$ cat config.mk
export PLATFORM = sky130hd
export DESIGN_NAME = sfr_frame_rx
export DESIGN_NICKNAME = d
export VERILOG_FILES = /design/src/common/sfr_pkg.sv /design/src/common/sfr_sym_if.sv /design/src/hdl/sfr_sym_meas.sv /design/src/hdl/sfr_frame_rx.sv
export SDC_FILE = /design/constraint.sdc
export NUM_CORES = 1
export LEC_CHECK = 0
export BUFFER_PORTS_ARGS = -buffer_cell sky130_fd_sc_hd__buf_4
export CORE_MARGIN = 1.5
export CORE_UTILIZATION = 55
export DETAILED_ROUTE_END_ITERATION = 10
export MAX_ROUTING_LAYER = met4
export PLACE_DENSITY = 0.71
export SYNTH_ARGS = -nofsm -noshare
export SYNTH_HDL_FRONTEND = slang
export SYNTH_SLANG_ARGS = --single-unit
$ cat constraint.sdc
create_clock -name core_clk_i -period 11.2 [get_ports core_clk_i]
set_input_delay 1.12 -clock core_clk_i [delete_from_list [all_inputs] [get_ports core_clk_i]]
set_output_delay 1.12 -clock core_clk_i [all_outputs]
set_load 0.02 [all_outputs]
$ cat src/common/sfr_pkg.sv
// Operation
// - Each frame starts after at least one idle symbol, the start marker.
// - Every idle symbol clears the partial frame and restarts at the tag, unless it closes an acknowledged frame.
// - Tag zero sends the payload to the output code word.
// - Tag one sends the frame to a configuration register.
// - Sixteen payload symbols follow the tag and form one code word.
// - Configuration payload: first byte is address, second byte is data.
// - Payload is sent and assembled most significant bit first.
// - High slice parity covers tag plus first payload byte, nine symbols.
// - Low slice parity covers only the second payload byte.
// - Parity symbol is one for an even count of ones, zero for odd.
// - An idle symbol after both parity symbols completes a valid frame.
// - Optional acknowledge follows the closing idle symbol directly.
// - Acknowledge lasts twice the measured low slice parity symbol.
// - Each symbol is judged alone on its period limits and duty cycle.
// - Reverse direction carries only the acknowledge pulse.
// - On a fault the output goes to the band chosen by the band pin.
// - Fault level comes from the low or high fault current register.
// - Zero is 25 percent high, one 75 percent, idle 50 percent.
// - During acknowledge the device closes its path switch and drives.
// - Fault flag rises when link activity stops, unless checking is off.
package sfr_pkg;
  // Clock rate and symbol timing.
  localparam int CLK_MHZ          = 250;
  localparam int TP_MIN_NS        = 1000;
  localparam int TP_MAX_NS        = 100000;
  localparam int LINK_TIMEOUT_NS  = 1000000;
  localparam int TP_MIN_CYC       = (TP_MIN_NS * CLK_MHZ + 999) / 1000;
  localparam int TP_MAX_CYC       = (TP_MAX_NS * CLK_MHZ) / 1000;
  localparam int LINK_TIMEOUT_CYC = (LINK_TIMEOUT_NS * CLK_MHZ) / 1000;
  localparam int ACK_TAIL_CYC     = 3;
  localparam int PAYLOAD_BITS     = 16;
  // Duty windows in sixteenths of the symbol period; gaps are noise margins.
  localparam int ZERO_LO = 2;
  localparam int ZERO_HI = 6;
  localparam int IDLE_LO = 7;
  localparam int IDLE_HI = 9;
  localparam int ONE_LO  = 10;
  localparam int ONE_HI  = 14;
  // Register addresses and reset values.
  localparam logic [7:0]  ADDR_CONFIG = 8'h02;
  localparam logic [7:0]  ADDR_LOW    = 8'h04;
  localparam logic [7:0]  ADDR_HIGH   = 8'h05;
  localparam logic [7:0]  CONFIG_RST  = 8'h1f;
  localparam logic [7:0]  LOW_RST     = 8'h24;
  localparam logic [7:0]  HIGH_RST    = 8'he8;
  localparam logic [15:0] CODE_RST    = 16'h0000;
  // Configuration register fields.
  localparam int CFG_LINK_CHECK_BIT = 0;
  localparam int CFG_ACK_EN_BIT     = 1;
  // Decoded symbol kinds.
  typedef enum logic [1:0] {
    SFR_SYM_ZERO = 2'h0,
    SFR_SYM_ONE  = 2'h1,
    SFR_SYM_IDLE = 2'h2,
    SFR_SYM_BAD  = 2'h3
  } sfr_sym_e;
  // Frame receiver states.
  typedef enum logic [6:0] {
    ST_HUNT = 7'h01,
    ST_TAG  = 7'h02,
    ST_DATA = 7'h04,
    ST_PHI  = 7'h08,
    ST_PLO  = 7'h10,
    ST_END  = 7'h20,
    ST_ACK  = 7'h40
  } sfr_state_e;
endpackage

$ cat src/common/sfr_sym_if.sv
// Symbol stream from the measurement stage to the frame logic.
interface sfr_sym_if;
  logic               sym_valid;
  logic               sym_gap;
  sfr_pkg::sfr_sym_e  sym_code;
  logic [15:0]        sym_period;
  logic               expect_idle;
  logic               hold;
  modport meas  (input expect_idle, input hold, output sym_valid, output sym_gap, output sym_code, output sym_period);
  modport frame (output expect_idle, output hold, input sym_valid, input sym_gap, input sym_code, input sym_period);
endinterface

$ cat src/hdl/sfr_sym_meas.sv
module sfr_sym_meas #(
  parameter int TP_MAX_CYC = sfr_pkg::TP_MAX_CYC
) (
  input  wire logic core_clk_i,
  input  wire logic rstn_i,
  input  wire logic ce_i,
  input  wire logic line_i,
  sfr_sym_if.meas   sym_if
);
  localparam logic [16:0] TP_MAX_W = TP_MAX_CYC[16:0];
  localparam logic [16:0] TP_MIN_W = sfr_pkg::TP_MIN_CYC[16:0];

  logic        line_q;
  logic [15:0] high_cnt;
  logic [15:0] low_cnt;
  logic        armed;
  logic [16:0] sum_cnt;
  logic [16:0] meas_period;
  logic        rise;
  logic        timeout;
  logic        early;
  logic        emit;

  // Classifies one symbol from its own period and high time only.
  function automatic sfr_pkg::sfr_sym_e classify(input logic [16:0] p, input logic [15:0] h);
    logic [21:0] h16;
    logic [21:0] pw;
    h16 = {2'h0, h, 4'h0};
    pw  = {5'h00, p};
    if (p < TP_MIN_W || p > TP_MAX_W) begin
      classify = sfr_pkg::SFR_SYM_BAD;
    end else if (h16 > pw * 22'(sfr_pkg::ZERO_LO) && h16 < pw * 22'(sfr_pkg::ZERO_HI)) begin
      classify = sfr_pkg::SFR_SYM_ZERO;
    end else if (h16 > pw * 22'(sfr_pkg::IDLE_LO) && h16 < pw * 22'(sfr_pkg::IDLE_HI)) begin
      classify = sfr_pkg::SFR_SYM_IDLE;
    end else if (h16 > pw * 22'(sfr_pkg::ONE_LO) && h16 < pw * 22'(sfr_pkg::ONE_HI)) begin
      classify = sfr_pkg::SFR_SYM_ONE;
    end else begin
      classify = sfr_pkg::SFR_SYM_BAD;
    end
  endfunction

  // A symbol closes at the next rising edge; a closing idle closes once low equals high.
  assign rise        = line_i & ~line_q;
  assign sum_cnt     = {1'b0, high_cnt} + {1'b0, low_cnt};
  assign timeout     = armed & ~line_i & (sum_cnt >= TP_MAX_W);
  assign early       = armed & ~line_i & sym_if.expect_idle & (low_cnt == high_cnt) & (high_cnt != 16'h0000);
  assign emit        = armed & (rise | early) & ~sym_if.hold;
  assign meas_period = early ? {high_cnt, 1'b0} : sum_cnt;

  // High and low time counters, restarted by every rising edge.
  always_ff @(posedge core_clk_i or negedge rstn_i) begin
    if (!rstn_i) begin
      line_q   <= 1'b0;
      high_cnt <= 16'h0000;
      low_cnt  <= 16'h0000;
      armed    <= 1'b0;
    end else if (ce_i) begin
      line_q <= line_i;
      if (sym_if.hold) begin
        high_cnt <= 16'h0000;
        low_cnt  <= 16'h0000;
        armed    <= 1'b0;
      end else if (rise) begin
        high_cnt <= 16'h0001;
        low_cnt  <= 16'h0000;
        armed    <= 1'b1;
      end else if (early || timeout) begin
        high_cnt <= 16'h0000;
        low_cnt  <= 16'h0000;
        armed    <= 1'b0;
      end else if (armed && line_i && high_cnt != 16'hffff) begin
        high_cnt <= high_cnt + 16'h0001;
      end else if (armed && !line_i && low_cnt != 16'hffff) begin
        low_cnt <= low_cnt + 16'h0001;
      end
    end
  end

  // Registered symbol stream; a long low stretch is reported as a gap.
  always_ff @(posedge core_clk_i or negedge rstn_i) begin
    if (!rstn_i) begin
      sym_if.sym_valid  <= 1'b0;
      sym_if.sym_gap    <= 1'b0;
      sym_if.sym_code   <= sfr_pkg::SFR_SYM_BAD;
      sym_if.sym_period <= 16'h0000;
    end else if (ce_i) begin
      sym_if.sym_valid <= emit;
      sym_if.sym_gap   <= timeout & ~sym_if.hold & ~early;
      if (emit) begin
        sym_if.sym_code   <= classify(meas_period, high_cnt);
        sym_if.sym_period <= meas_period[16] ? 16'hffff : meas_period[15:0];
      end
    end
  end
endmodule

$ cat src/hdl/sfr_frame_rx.sv
module sfr_frame_rx #(
  parameter int TP_MAX_CYC       = sfr_pkg::TP_MAX_CYC,
  parameter int LINK_TIMEOUT_CYC = sfr_pkg::LINK_TIMEOUT_CYC
) (
  input  wire logic        core_clk_i,
  input  wire logic        rstn_i,
  input  wire logic        ce_i,
  input  wire logic        single_wire_port_i,
  output logic             single_wire_port_o,
  output logic             single_wire_port_oe_n_o,
  output logic             ack_path_switch_n_o,
  input  wire logic        error_band_select_pin_i,
  output logic [15:0]      output_code_word_o,
  output logic             fault_flag_out_n_o,
  output logic [7:0]       fault_level_o
);
  localparam logic [23:0] LINK_LIMIT = LINK_TIMEOUT_CYC[23:0];
  localparam logic [3:0]  LAST_BIT   = 4'(sfr_pkg::PAYLOAD_BITS - 1);
  localparam logic [17:0] ACK_TAIL   = 18'(sfr_pkg::ACK_TAIL_CYC);

  sfr_sym_if sym_bus();

  logic [1:0]           sync_a;
  logic [1:0]           sync_b;
  logic                 line_s;
  logic                 band_s;
  sfr_pkg::sfr_state_e  state;
  sfr_pkg::sfr_state_e  next_state;
  logic                 tag;
  logic [15:0]          shift;
  logic [3:0]           bit_cnt;
  logic                 p_hi;
  logic                 p_lo;
  logic [15:0]          p0_period;
  logic [7:0]           config_reg;
  logic [7:0]           low_level;
  logic [7:0]           high_level;
  logic [17:0]          ack_cnt;
  logic [17:0]          ack_len;
  logic                 ack_drive;
  logic [23:0]          act_cnt;
  logic                 is_bit;
  logic                 bit_val;
  logic                 is_idle;
  logic                 hi_ok;
  logic                 lo_ok;
  logic                 frame_end;
  logic                 commit;
  logic                 ack_go;

  // Two-stage synchronisers for the link pin and the band select pin.
  always_ff @(posedge core_clk_i or negedge rstn_i) begin
    if (!rstn_i) begin
      sync_a <= 2'h0;
      sync_b <= 2'h0;
    end else if (ce_i) begin
      sync_a <= {error_band_select_pin_i, single_wire_port_i};
      sync_b <= sync_a;
    end
  end

  assign line_s = sync_b[0];
  assign band_s = sync_b[1];

  // Symbol measurement stage.
  sfr_sym_meas #(
    .TP_MAX_CYC (TP_MAX_CYC)
  ) u_meas (
    .core_clk_i (core_clk_i),
    .rstn_i     (rstn_i),
    .ce_i       (ce_i),
    .line_i     (line_s),
    .sym_if     (sym_bus)
  );

  // Feedback to the measurement stage: early idle close and our own drive ignored.
  assign sym_bus.expect_idle = (state == sfr_pkg::ST_END);
  assign sym_bus.hold        = (state == sfr_pkg::ST_ACK);

  // Symbol decode and parity checks; parity is one for an even count of ones.
  assign is_idle   = sym_bus.sym_valid & (sym_bus.sym_code == sfr_pkg::SFR_SYM_IDLE);
  assign is_bit    = sym_bus.sym_valid & ((sym_bus.sym_code == sfr_pkg::SFR_SYM_ZERO) |
                                          (sym_bus.sym_code == sfr_pkg::SFR_SYM_ONE));
  assign bit_val   = (sym_bus.sym_code == sfr_pkg::SFR_SYM_ONE);
  assign hi_ok     = (p_hi == ~^{tag, shift[15:8]});
  assign lo_ok     = (p_lo == ~^shift[7:0]);
  assign frame_end = is_idle & (state == sfr_pkg::ST_END);
  assign commit    = frame_end & hi_ok & lo_ok;
  assign ack_go    = commit & config_reg[sfr_pkg::CFG_ACK_EN_BIT];

  // Next state of the frame sequencer.
  always_comb begin
    next_state = state;
    case (state)
      sfr_pkg::ST_ACK: begin
        if (ack_cnt >= ack_len + ACK_TAIL) begin
          next_state = sfr_pkg::ST_HUNT;
        end
      end
      sfr_pkg::ST_HUNT, sfr_pkg::ST_TAG, sfr_pkg::ST_DATA, sfr_pkg::ST_PHI,
      sfr_pkg::ST_PLO, sfr_pkg::ST_END: begin
        if (sym_bus.sym_gap) begin
          next_state = sfr_pkg::ST_HUNT;
        end else if (frame_end) begin
          next_state = ack_go ? sfr_pkg::ST_ACK : sfr_pkg::ST_TAG;
        end else if (is_idle) begin
          next_state = sfr_pkg::ST_TAG;
        end else if (sym_bus.sym_valid && !is_bit) begin
          next_state = sfr_pkg::ST_HUNT;
        end else if (is_bit) begin
          case (state)
            sfr_pkg::ST_HUNT: next_state = sfr_pkg::ST_HUNT;
            sfr_pkg::ST_TAG:  next_state = sfr_pkg::ST_DATA;
            sfr_pkg::ST_DATA: next_state = (bit_cnt == LAST_BIT) ? sfr_pkg::ST_PHI : sfr_pkg::ST_DATA;
            sfr_pkg::ST_PHI:  next_state = sfr_pkg::ST_PLO;
            sfr_pkg::ST_PLO:  next_state = sfr_pkg::ST_END;
            default:          next_state = sfr_pkg::ST_HUNT;
          endcase
        end
      end
      default: begin
        next_state = sfr_pkg::ST_HUNT;
      end
    endcase
  end

  // State register.
  always_ff @(posedge core_clk_i or negedge rstn_i) begin
    if (!rstn_i) begin
      state <= sfr_pkg::ST_HUNT;
    end else if (ce_i) begin
      state <= next_state;
    end
  end

  // Frame buffer: tag, payload shifted in from the bottom, parity symbols.
  always_ff @(posedge core_clk_i or negedge rstn_i) begin
    if (!rstn_i) begin
      tag       <= 1'b0;
      shift     <= 16'h0000;
      bit_cnt   <= 4'h0;
      p_hi      <= 1'b0;
      p_lo      <= 1'b0;
      p0_period <= 16'h0000;
    end else if (ce_i && state != sfr_pkg::ST_ACK) begin
      if (is_idle && state != sfr_pkg::ST_END) begin
        tag     <= 1'b0;
        shift   <= 16'h0000;
        bit_cnt <= 4'h0;
      end else if (is_bit && state == sfr_pkg::ST_TAG) begin
        tag <= bit_val;
      end else if (is_bit && state == sfr_pkg::ST_DATA) begin
        shift   <= {shift[14:0], bit_val};
        bit_cnt <= bit_cnt + 4'h1;
      end else if (is_bit && state == sfr_pkg::ST_PHI) begin
        p_hi <= bit_val;
      end else if (is_bit && state == sfr_pkg::ST_PLO) begin
        p_lo      <= bit_val;
        p0_period <= sym_bus.sym_period;
      end else if (frame_end) begin
        bit_cnt <= 4'h0;
        shift   <= 16'h0000;
        tag     <= 1'b0;
      end
    end
  end

  // Output code word and configuration registers, written only by a good frame.
  always_ff @(posedge core_clk_i or negedge rstn_i) begin
    if (!rstn_i) begin
      output_code_word_o <= sfr_pkg::CODE_RST;
      config_reg         <= sfr_pkg::CONFIG_RST;
      low_level          <= sfr_pkg::LOW_RST;
      high_level         <= sfr_pkg::HIGH_RST;
    end else if (ce_i && commit) begin
      if (!tag) begin
        output_code_word_o <= shift;
      end else begin
        case (shift[15:8])
          sfr_pkg::ADDR_CONFIG: config_reg <= shift[7:0];
          sfr_pkg::ADDR_LOW:    low_level  <= shift[7:0];
          sfr_pkg::ADDR_HIGH:   high_level <= shift[7:0];
          default:              config_reg <= config_reg;
        endcase
      end
    end
  end

  // Acknowledge pulse: drive the line high for twice the low parity period.
  assign ack_len = {1'b0, p0_period, 1'b0};

  always_ff @(posedge core_clk_i or negedge rstn_i) begin
    if (!rstn_i) begin
      ack_cnt   <= 18'h0_0000;
      ack_drive <= 1'b0;
    end else if (ce_i) begin
      if (ack_go) begin
        ack_cnt   <= 18'h0_0001;
        ack_drive <= 1'b1;
      end else if (state == sfr_pkg::ST_ACK) begin
        ack_cnt   <= ack_cnt + 18'h0_0001;
        ack_drive <= (ack_cnt < ack_len);
      end else begin
        ack_cnt   <= 18'h0_0000;
        ack_drive <= 1'b0;
      end
    end
  end

  // The line is driven only while the acknowledge pulse is out.
  assign single_wire_port_o      = ack_drive;
  assign single_wire_port_oe_n_o = ~ack_drive;
  assign ack_path_switch_n_o     = ~(state == sfr_pkg::ST_ACK);

  // Link activity watchdog and fault band selection.
  always_ff @(posedge core_clk_i or negedge rstn_i) begin
    if (!rstn_i) begin
      act_cnt            <= 24'h00_0000;
      fault_flag_out_n_o <= 1'b1;
      fault_level_o      <= sfr_pkg::LOW_RST;
    end else if (ce_i) begin
      if (sym_bus.sym_valid) begin
        act_cnt <= 24'h00_0000;
      end else if (act_cnt < LINK_LIMIT) begin
        act_cnt <= act_cnt + 24'h00_0001;
      end
      fault_flag_out_n_o <= ~(config_reg[sfr_pkg::CFG_LINK_CHECK_BIT] && act_cnt >= LINK_LIMIT);
      fault_level_o      <= band_s ? high_level : low_level;
    end
  end
endmodule

== Yosys cells after proc, flatten, opt, wreduce, memory -nomap -nowiden ==
Cells that the tools add are included.

* Reduce and logical (&&, ||, !) cells: 45
* Bitwise operators: 29
* Add/subtract/negate cells: 7
* Divide/modulo/power cells: 0
* Shift operators: 0
* Multiplexer cells: 53
* Multiply operators: 5
* Eq/ne operators: 29
* Magnitude comparators: 13

{| class="wikitable"
|+ Operator list
! cell !! number
|-
| $mux 16 || 16
|-
| $mul 17x3->20 const B || 3
|-
| $mux 7 || 7
|-
| $mux 24 || 2
|-
| $lt 20x21->1 || 2
|-
| $mux 18 || 2
|-
| $add 16x1->16 const B || 2
|-
| $ne 16x16->1 const B || 2
|-
| $mux 4 || 7
|-
| $add 24x1->24 const B || 1
|-
| $ge 24x18->1 const B || 1
|-
| $lt 24x18->1 const B || 1
|-
| $pmux 6 s4 || 1
|-
| $gt 20x21->1 || 1
|-
| $mul 17x4->21 const B || 1
|-
| $gt 20x18->1 || 1
|-
| $gt 20x20->1 || 1
|-
| $lt 20x20->1 || 1
|-
| $mul 17x2->19 const B || 1
|-
| $add 17x2->18 const B || 1
|-
| $add 18x1->18 const B || 1
|-
| $ge 18x18->1 || 1
|-
| $lt 18x17->1 || 1
|-
| $add 16x16->17 || 1
|-
| 47 further kinds || 123
|}

* Latch bits: 0
* Bits in writable memories: 0
* Flip-flop bits (word level): 190
* ROM bits: 0
* Memories: 0
* Logic and storage cells: 207
* Output and inout bits: 28
* Input port bits: 5

== Longest topological paths before layout ==
Gate-level depths: netlist of run 1.

* Depth in word-level cells: 13
* Mapped depth: 34
* Depth with buffers taken out: 31

== By module ==
Synthesis of run 1 repeated with hierarchy kept, for this count alone.

* Cells, all modules: 1975
* Area total of the unflattened synthesis: 17473.0 µm²

{| class="wikitable"
|+ By module, submodules not included
! module !! times used !! seq. area each (µm²) !! area an instance (µm²) !! cells each
|-
| sfr_sym_meas || 1 || 1353.8 || 10042.1 || 1251
|-
| sfr_frame_rx || 1 || 3418.3 || 7430.9 || 724
|}

== Least setup slack after synthesis of run 1 ==
No wires, ideal clock.

* Kind: reg2reg
* From: reg u_meas.high_cnt[1]
* To: reg u_meas.sym_if.sym_code[1]
* Setup slack: 3.349 ns
* Stages on the path, launching flop included: 30
* Data arrival time: 7.768 ns
* Cells stage by stage: dfrtp_1 -> clkbuf_1 -> inv_1 -> fa_1 -> nand2b_1 -> a211oi_1 -> nand2b_1 -> a31oi_1 -> o31ai_1 -> clkbuf_1 -> inv_1 -> ha_1 -> inv_1 -> ha_1 -> ha_1 -> nand4_1 -> nor4_1 -> or2_2 -> nor2_1 -> xor2_1 -> ha_1 -> a2111o_1 -> o32a_1 -> maj3_1 -> maj3_1 -> maj3_2 -> maj3_1 -> o21ai_0 -> a21oi_1 -> o311a_1

* Cells in the longest elaborated chain, start to end: 11

{| class="wikitable"
|+ Ends and longest elaborated chain
! element !! RTL line !! source
|-
| start: declaration || sfr_sym_meas.sv:14 || <nowiki>logic [15:0] high_cnt;</nowiki>
|-
| start signal: assignment || sfr_sym_meas.sv:73 || <nowiki>high_cnt <= high_cnt + 16'h0001;</nowiki>
|-
| parallel branches: the longest is 11 deep, another holds $gt 20x21->1 || - ||
|-
| end signal: assignment || sfr_sym_meas.sv:85 || <nowiki>sym_if.sym_code <= sfr_pkg::SFR_SYM_BAD;</nowiki>
|-
| end signal: assignment || sfr_sym_meas.sv:91 || <nowiki>sym_if.sym_code <= classify(meas_period, high_cnt);</nowiki>
|-
| end: declaration || sfr_sym_if.sv:9 || <nowiki>modport meas (input expect_idle, input hold, output sym_valid, output sym_gap, output sym_code, output sym_per ...</nowiki>
|}

Several ways; the timed one is not identified.
A chain may end at the register's enable or synchronous reset.

== Worst setup path after layout of run 1 ==
* From: reg u_meas.high_cnt[5]
* To: reg u_meas.sym_if.sym_code[1]

The elaborated chain is that of the path after synthesis.

==> flow_summary.toml, run 1 <==
[logic_synthesis]
syn_inst = 1938
ys.flop_type = "dfrtp_1"
yosysWarningCount = 0
syn_area_um2 = 17100
syn_area_per_cell_um2 = 8.84
async_flop_share = 1.00
synth_seq_area_share = 0.279
synthDistinctLibCells = 99
syn_nets = 2176
synth_edf_count = 0
ys_ff_latch = 190

[sta]
hold_viol = 0
clock.fmax_mhz = 115
setup_viol_count_final = 0
drv_slew = 0
final.setup.tns_ps = 0
fin_skew_ps = 11.6
rsz0062_at_grt = "no"
layout_min_cycle_time_ps = 8680
fin_worst_hold_slack_ps = 487
slew_headroom = 0.248
fin_ws_ps = 2520
worstMarginPinSlew_ps = 1130
min_period_over_period = 0.775

[clocking]
cts_sinks = 190
cts-resized-gates = 0
cts_tree = "yes"
clk_latency_ps = 440
numCtsBuffers = 17
h-tree-depth = 4
cts_setup_buffers = 0
hold_buffers = 0
clkTransAtPathRegs_ps = 70
cts-root-to-sink-buffers = 2
cts_root_buf = "clkbuf_16"

[floorplan]
core_um2 = 30600
die_width_um = 179
ios = 33
initial_core_util = 0.560
die-area_um2 = 32200
rows = 64
die_height_um = 179

[final_layout]
nFillCells = 2724
drive_gt1_frac = 0.111
final_cell_mix = "ha_1, dfrtp_1, nor2_1"
finish.utilization = 0.598
reg_top3 = "act_cnt x24, ack_cnt x18"
top_register = "act_cnt"
mostFrequentLayoutCell = "ha_1"
area_growth_pct = 6.85
nets = 2182
antenna_cells = 0
largest_reg_flops = 24
final_area_um2 = 18300

[global_route]
track_usage = 0.302
overflow = 0
grt_pass1_wl_mm = 76.1
grt_start_max_net_pins = 91
grt_pass1_vias = 14463
antenna_found_initial = 0

[pwr]
power_density_nw_per_um2 = 169
p_clk_frac = 0.189
p_int_mw = 1.73
p_leak_nw = 8.61
seq_power_share = 0.271
p_sw_frac = 0.439
p_comb_frac = 0.540
irDropWorstVdd_mv = 0.340
p_switching_mw = 1.36

[setup_path]
cpPeakStageDelay_ps = 720
required_ps = 11570
path_delay_family = "adder cells"
crit_arrival_ps = 9050
path_common_cell = "ha_1"
cpMaxStageDelayCell = "dfrtp_1"
r2r_cells = 25
crit_path_start_kind = "flop"
r2r_slack_ps = 2520
path_buf_inv = 2
crit_type = "reg2reg"
cp-end-kind = "flop"
cp_max_fo = 13
rr_startpoint = "u_meas.high_cnt[5]"
reg2reg_to = "u_meas.sym_if.sym_code[1]"

[placement]
dp_worst_setup_slack_ps = 2520
io_buffers = 32
globalplace.congestion = 0.978
place_area_um2 = 17700
dp_hpwl_mm = 35.7

[worst_hold_path]
hold_end = "u_meas.sym_if.sym_period[15]"
hp-start = "u_meas.sym_if.sym_period[15]"
hold_class = "reg2reg"
whs_path_depth = 2

[detailed_routing]
dr_total_vias = 14675
first_iter_violations = 833
avgViaCountPerCell = 6.24
antenna_left = 0
first_pass_iters = 5
wl_per_cell_um = 20.0
drc = 0
routed_wl_mm = 47.1

[status]
outcome = "finished clean"

[flow_run]
drv_cap = 0
-- power groups by stage --
stage	logic (mW)	clock network (mW)	registers (mW)
after floorplan	1.19	0	0.814
after global placement	1.62	0	0.844
after detailed placement	1.63	0	0.847
after CTS	1.65	0.596	0.834
after global routing	1.85	0.623	0.846
final	1.67	0.585	0.836
-- worst register-to-register path, cell delays in order, from the launching register on --
cell and delay, ps:
dfrtp_1 720, ha_1 430, or4_1 560, nor3_2 150, nand4_1 500, buf_4 420
a21oi_1 500, inv_1 350, ha_1 280, or2_2 290, ha_1 370, nand4_1 120
nor4_1 570, or2_2 230, nor2_1 60, xor2_1 190, ha_1 210, a2111o_1 340
o32a_1 330, maj3_1 380, maj3_1 370, maj3_2 310, maj3_1 360, o21ai_0 150
a21oi_1 90, o311a_1 330
-- layer usage --
layer	vias up	GRT usage	wire length, µm
met5	-	-	0
met4	0	0.132	1950
met3	107	0.0290	1710
met2	367	0.506	23000
met1	7163	0.370	20400
li1	7038	-	-
-- synth_stat cells (8+ instances only) --
cell	count	area share
buf_2	8	0.0023
nand2b_1	37	0.014
a21oi_1	95	0.028
nor2_1	172	0.038
a31oi_1	28	0.010
or4_1	8	0.0035
o21ai_0	115	0.034
ha_1	223	0.16
a21o_1	29	0.013
clkbuf_1	43	0.0094
dfrtp_1	176	0.26
o211ai_1	11	0.0048
o22ai_1	13	0.0047
or2_2	12	0.0044
o21a_1	31	0.014
buf_1	8	0.0018
nand3_1	55	0.016
mux2_2	66	0.043
nand2_1	134	0.029
nor4_1	17	0.0062
a22o_1	11	0.0056
nor3_1	37	0.011
xor2_1	54	0.028
fa_1	10	0.012
nor2b_1	23	0.0084
a2111oi_0	9	0.0046
or3_1	13	0.0047
mux2i_1	15	0.0088
inv_1	110	0.024
and3_1	32	0.012
o21bai_1	12	0.0053
nand4_1	31	0.011
dfstp_2	14	0.021
xnor2_1	102	0.052
a211oi_1	24	0.011
-- logic make-up after synthesis --
| group | share of synthesized area |
|---|---|
| muxes | 0.0551 |
| xor gates and xnor gates | 0.0798 |
| adders and majority gates | 0.178 |
| buffers and inverters | 0.0434 |
| and+or+nand+nor | 0.182 |
| AOI/OAI and AO/OA | 0.184 |
| DFF | 0.279 |
-- metrics by stage --
step                      power (mW)  cells
after floorplan                 2.01   1938
after global placement          2.46   2321
after detailed placement        2.48   2321
after CTS                       3.08   2353
after global routing            3.31   2353
final                           3.09   2353
-- layout make-up --
type	count	area, µm²	share of cell area
clock inverters	11	98.8	0.00540
clock buffers	21	460	0.0252
well taps	396	495	0.0271
flip-flops and latches	190	4770	0.261
inverters	114	428	0.0234
repair buffers	55	419	0.0229
multi-input cells	1566	11600	0.635
-- worst max path at each step --
stage	from	depth (start not counted)	endpoint	slack [ps]
CTS	u_meas.high_cnt[5]	25	u_meas.sym_if.sym_code[1]	2480
floorplan	u_meas.high_cnt[1]	29	u_meas.sym_if.sym_code[1]	3350
finish	u_meas.high_cnt[5]	25	u_meas.sym_if.sym_code[1]	2520
global placement	u_meas.high_cnt[5]	25	u_meas.sym_if.sym_code[1]	2720
detailed placement	u_meas.high_cnt[5]	25	u_meas.sym_if.sym_code[1]	2520
global route	u_meas.high_cnt[11]	25	u_meas.sym_if.sym_code[1]	1910
Note: power is estimated with default switching activity, not from simulation.
==> inputs of run 2 (changes only) <==
Clock period 11.2 ns to 9.05 ns, I/O delays scaled along.
==> flow_summary.toml, run 2 (same netlist as run 1, synthesis figures left out) <==
[sta]
layout_min_cycle_time_ps = 8120
worstMarginPinSlew_ps = 943
setup_viol_count_final = 0
hold_viol = 0
final.setup.tns_ps = 0
rsz0062_at_grt = "no"
drv_slew = 0
fin_ws_ps = 933
fin_skew_ps = 10.8
min_period_over_period = 0.897
fin_worst_hold_slack_ps = 482
clock.fmax_mhz = 123
slew_headroom = 0.366

[final_layout]
largest_reg_flops = 24
reg_top3 = "act_cnt x24, ack_cnt x18"
final_cell_mix = "ha_1, dfrtp_1, nor2_1"
nets = 2193
final_cells = 2364
area_growth_pct = 7.49
antenna_cells = 0
finish.utilization = 0.602
drive_gt1_frac = 0.116
top_register = "act_cnt"
mostFrequentLayoutCell = "ha_1"
nFillCells = 2636

[floorplan]
initial_core_util = 0.560
die-area_um2 = 32200
core_um2 = 30600
ios = 33
rows = 64
die_width_um = 179
die_height_um = 179

[setup_path]
crit_arrival_ps = 8490
crit_path_start_kind = "flop"
crit_type = "reg2reg"
r2r_cells = 27
cp_max_fo = 16
cpPeakStageDelay_ps = 750
r2r_slack_ps = 930
required_ps = 9430
path_common_cell = "ha_1"
cpMaxStageDelayCell = "dfrtp_1"
crit_cells = 27
reg2reg_to = "u_meas.sym_if.sym_code[1]"
cp-end-kind = "flop"
rr_startpoint = "u_meas.high_cnt[1]"
path_delay_family = "adder cells"
path_buf_inv = 3

[placement]
dp_cells = 2332
globalplace.congestion = 0.977
dp_worst_setup_slack_ps = 1000
dp_hpwl_mm = 36.2
io_buffers = 32

[detailed_routing]
routed_wl_mm = 47.8
wl_per_cell_um = 20.2
drc = 0
dr_total_vias = 14821
antenna_left = 0
first_pass_iters = 6
first_iter_violations = 1082
avgViaCountPerCell = 6.27

[pwr]
power_density_nw_per_um2 = 212
irDropWorstVdd_mv = 0.367
p_sw_frac = 0.437
p_switching_mw = 1.71
p_leak_nw = 8.68
p_int_mw = 2.20
p_comb_frac = 0.549
p_clk_frac = 0.192
seq_power_share = 0.259

[clocking]
numCtsBuffers = 17
cts-resized-gates = 0
cts_sinks = 190
clk_latency_ps = 450
cts-root-to-sink-buffers = 2
hold_buffers = 0
clkTransAtPathRegs_ps = 70
cts_setup_buffers = 0
cts_tree = "yes"
h-tree-depth = 4
cts_root_buf = "clkbuf_16"

[global_route]
grt_pass1_vias = 14619
grt_start_max_net_pins = 76
track_usage = 0.306
antenna_found_initial = 0
grt_pass1_wl_mm = 77.3
overflow = 0

[status]
outcome = "finished clean"

[worst_hold_path]
hold_class = "reg2reg"
hold_end = "u_meas.sym_if.sym_period[14]"
whs_path_depth = 2
hp-start = "u_meas.sym_if.sym_period[14]"

[flow_run]
drv_cap = 0
## run 2: changes by cell type in the layout (fill, tap and decap cells not counted)
cell and change:
inv_6 +1, clkinv_2 -1, clkinvlp_4 -1, bufinv_16 +1, buf_4 +11
## run 2: area by class of cell
| cell class | count | area [µm²] | area share |
|---|---|---|---|
| clock inverters | 11 | 125 | 0.00680 |
| repair buffers | 66 | 502 | 0.0272 |
| multi-input cells | 1566 | 11600 | 0.632 |
| inverters | 114 | 428 | 0.0232 |
| flip-flops and latches | 190 | 4770 | 0.259 |
| well taps | 396 | 495 | 0.0269 |
| clock buffers | 21 | 460 | 0.0250 |
## run 2: metrics by stage
step	cell area, µm²	power, mW
floorplan	17100	2.48
global placement	17800	3.07
detailed placement	17800	3.11
CTS	18400	3.87
global route	18400	4.16
finish	18400	3.90
## run 2: worst max path at each step
stage / start / to / slack [ps]
global route: u_meas.high_cnt[1] / u_meas.sym_if.sym_code[1] / 280
finish: u_meas.high_cnt[1] / u_meas.sym_if.sym_code[1] / 930
CTS: u_meas.high_cnt[1] / u_meas.sym_if.sym_code[1] / 1000
detailed placement: u_meas.high_cnt[1] / u_meas.sym_if.sym_code[1] / 1000
global placement: u_meas.high_cnt[1] / u_meas.sym_if.sym_code[1] / 1190
floorplan: u_meas.high_cnt[1] / u_meas.sym_if.sym_code[1] / 1200
## run 2: worst min-delay path, delay by kind of cell (launching register included)
kind               cells  cell delay, ps
and+or+nand+nor        1              50
DFF                    1             340
AOI/OAI and AO/OA      1              60
## run 2: power by group through the flow
| stage | clock network, mW | logic, mW | registers (mW) |
|---|---|---|---|
| 4_1_cts | 0.766 | 2.09 | 1.01 |
| 2_1_floorplan | 0 | 1.48 | 1.01 |
| 5_1_grt | 0.798 | 2.35 | 1.02 |
| 6_report | 0.751 | 2.14 | 1.01 |
| 3_3_place_gp | 0 | 2.05 | 1.02 |
| 3_5_place_dp | 0 | 2.08 | 1.02 |
## run 2: routing by layer
| layer | wire (µm) | GRT usage | up-vias |
|---|---|---|---|
| li1 | - | - | 7075 |
| met1 | 20900 | 0.384 | 7172 |
| met2 | 22400 | 0.494 | 451 |
| met3 | 2400 | 0.0399 | 123 |
| met4 | 2130 | 0.138 | 0 |
| met5 | 0 | - | - |
==> inputs of run 3 (changes only) <==
Settings changed: CELL_PAD_IN_SITES_DETAIL_PLACEMENT from default to 0, CELL_PAD_IN_SITES_GLOBAL_PLACEMENT from default to 2, CORE_UTILIZATION 55 to 41, PLACE_DENSITY 0.71 to default, PLACE_DENSITY_LB_ADDON from default to 0.1.
==> flow_summary.toml, run 3 (same netlist as run 1, synthesis figures left out) <==
[final_layout]
nets = 2199
finish.utilization = 0.454
final_area_um2 = 18600
largest_reg_flops = 24
reg_top3 = "act_cnt x24, ack_cnt x18"
nFillCells = 4158
final_cell_mix = "ha_1, dfrtp_1, nor2_1"
antenna_cells = 0
top_register = "act_cnt"
drive_gt1_frac = 0.120
area_growth_pct = 8.76
mostFrequentLayoutCell = "ha_1"

[detailed_routing]
dr_total_vias = 14484
first_iter_violations = 942
drc = 5
first_pass_iters = 8
avgViaCountPerCell = 5.78
routed_wl_mm = 51.4
antenna_left = 0
wl_per_cell_um = 20.5

[floorplan]
die_height_um = 207
die-area_um2 = 43000
ios = 33
die_width_um = 207
rows = 74
initial_core_util = 0.418
core_um2 = 41000

[clocking]
cts_root_buf = "clkbuf_16"
cts_tree = "yes"
hold_buffers = 0
clk_latency_ps = 480
cts_setup_buffers = 0
cts-resized-gates = 0
h-tree-depth = 4
cts-root-to-sink-buffers = 2
numCtsBuffers = 17
clkTransAtPathRegs_ps = 80
cts_sinks = 190

[sta]
fin_ws_ps = 794
clock.fmax_mhz = 121
slew_headroom = 0.337
setup_viol_count_final = 0
drv_slew = 0
hold_viol = 0
layout_min_cycle_time_ps = 8260
final.setup.tns_ps = 0
min_period_over_period = 0.912
rsz0062_at_grt = "no"
worstMarginPinSlew_ps = 994
fin_skew_ps = 23.5

[setup_path]
path_delay_family = "adder cells"
crit_type = "reg2reg"
crit_path_start = "u_meas.low_cnt[4]"
path_buf_inv = 1
crit_arrival_ps = 8660
rr_startpoint = "u_meas.low_cnt[4]"
r2r_slack_ps = 790
required_ps = 9450
cp_max_fo = 12
cpMaxStageDelayCell = "mux2i_2"
cpPeakStageDelay_ps = 790
crit_path_start_kind = "flop"
path_cells = "ha_1 > or4_1 > nor3_2 > nand4_1 > mux2i_2 > inv_1 > ha_1 > fa_1 > a211oi_1 > o21ai_0 > and2_1 > xnor2_1 > ha_1 > and3_1 > a2111o_1 > o32a_1 > maj3_1 > maj3_1 > maj3_2 > maj3_1 > o21ai_0 > a21oi_1 > o311a_1"
cp-end-kind = "flop"

[pwr]
p_switching_mw = 1.76
p_sw_frac = 0.448
irDropWorstVdd_mv = 0.191
power_density_nw_per_um2 = 211
p_clk_frac = 0.198
p_comb_frac = 0.543
power_mw = 3.92
p_leak_nw = 8.71
seq_power_share = 0.259
p_int_mw = 2.17

[status]
outcome = "complete, but fails checks"
failed_checks = "DRC"

[placement]
io_buffers = 32
dp_hpwl_mm = 39.3
dp_worst_setup_slack_ps = 791
globalplace.congestion = 0.914
place_area_um2 = 18000

[global_route]
antenna_found_initial = 0
track_usage = 0.251
overflow = 0
grt_pass1_wl_mm = 82.1
grt_start_max_net_pins = 72
grt_pass1_vias = 14204

[flow_run]
drv_cap = 0

[worst_hold_path]
hold_class = "in2async"
## run 3: cell types whose count changed in the layout (fill, tap and decap cells not counted)
cell / delta
bufinv_16: -1
clkinv_2: -1
clkbuf_8: -2
clkinv_8: +2
buf_4: +6
clkbuf_1: -2
inv_8: +2
inv_6: +2
## run 3: per-stage QoR
stage | instances | hold slack, ps
after global routing | 2506 | 414
after detailed placement | 2473 | 468
after floorplan | 1938 | 446
after CTS | 2505 | 392
final | 2506 | 390
after global placement | 2473 | 460
## run 3: area by class of cell
| type | count | area, µm² | share of cell area |
|---|---|---|---|
| multi-input cells | 1566 | 11600 | 0.624 |
| flip-flops and latches | 190 | 4770 | 0.256 |
| repair buffers | 72 | 547 | 0.0293 |
| clock inverters | 15 | 163 | 0.00873 |
| inverters | 114 | 428 | 0.0230 |
| clock buffers | 17 | 425 | 0.0228 |
| well taps | 532 | 666 | 0.0357 |
## run 3: layer usage
metal	vias up	GRT usage	share of wire	wire, µm
met5	-	-	0	0
met1	7004	0.326	0.46	23800
met4	0	0.0862	0.028	1440
met2	297	0.398	0.47	24200
met3	94	0.0374	0.039	2010
li1	7089	-	-	-
## run 3: worst paths after layout
path / cells past startpoint / end
worst max-delay path: 23 / u_meas.sym_if.sym_code[1]
worst min-delay path: 1 / act_cnt[9]
worst max register to register: 23 / u_meas.sym_if.sym_code[1]
worst min register to register: 2 / u_meas.sym_if.sym_period[15]
max in group asynchronous: 2 / bit_cnt[3]
min in group core_clk_i: 2 / u_meas.sym_if.sym_period[15]
## run 3: power groups by stage
stage	clock network (mW)	logic, mW	registers [mW]
finish	0.775	2.13	1.02
global route	0.835	2.39	1.03
floorplan	0	1.48	1.01
CTS	0.801	2.12	1.02
global placement	0	2.10	1.03
detailed placement	0	2.10	1.03
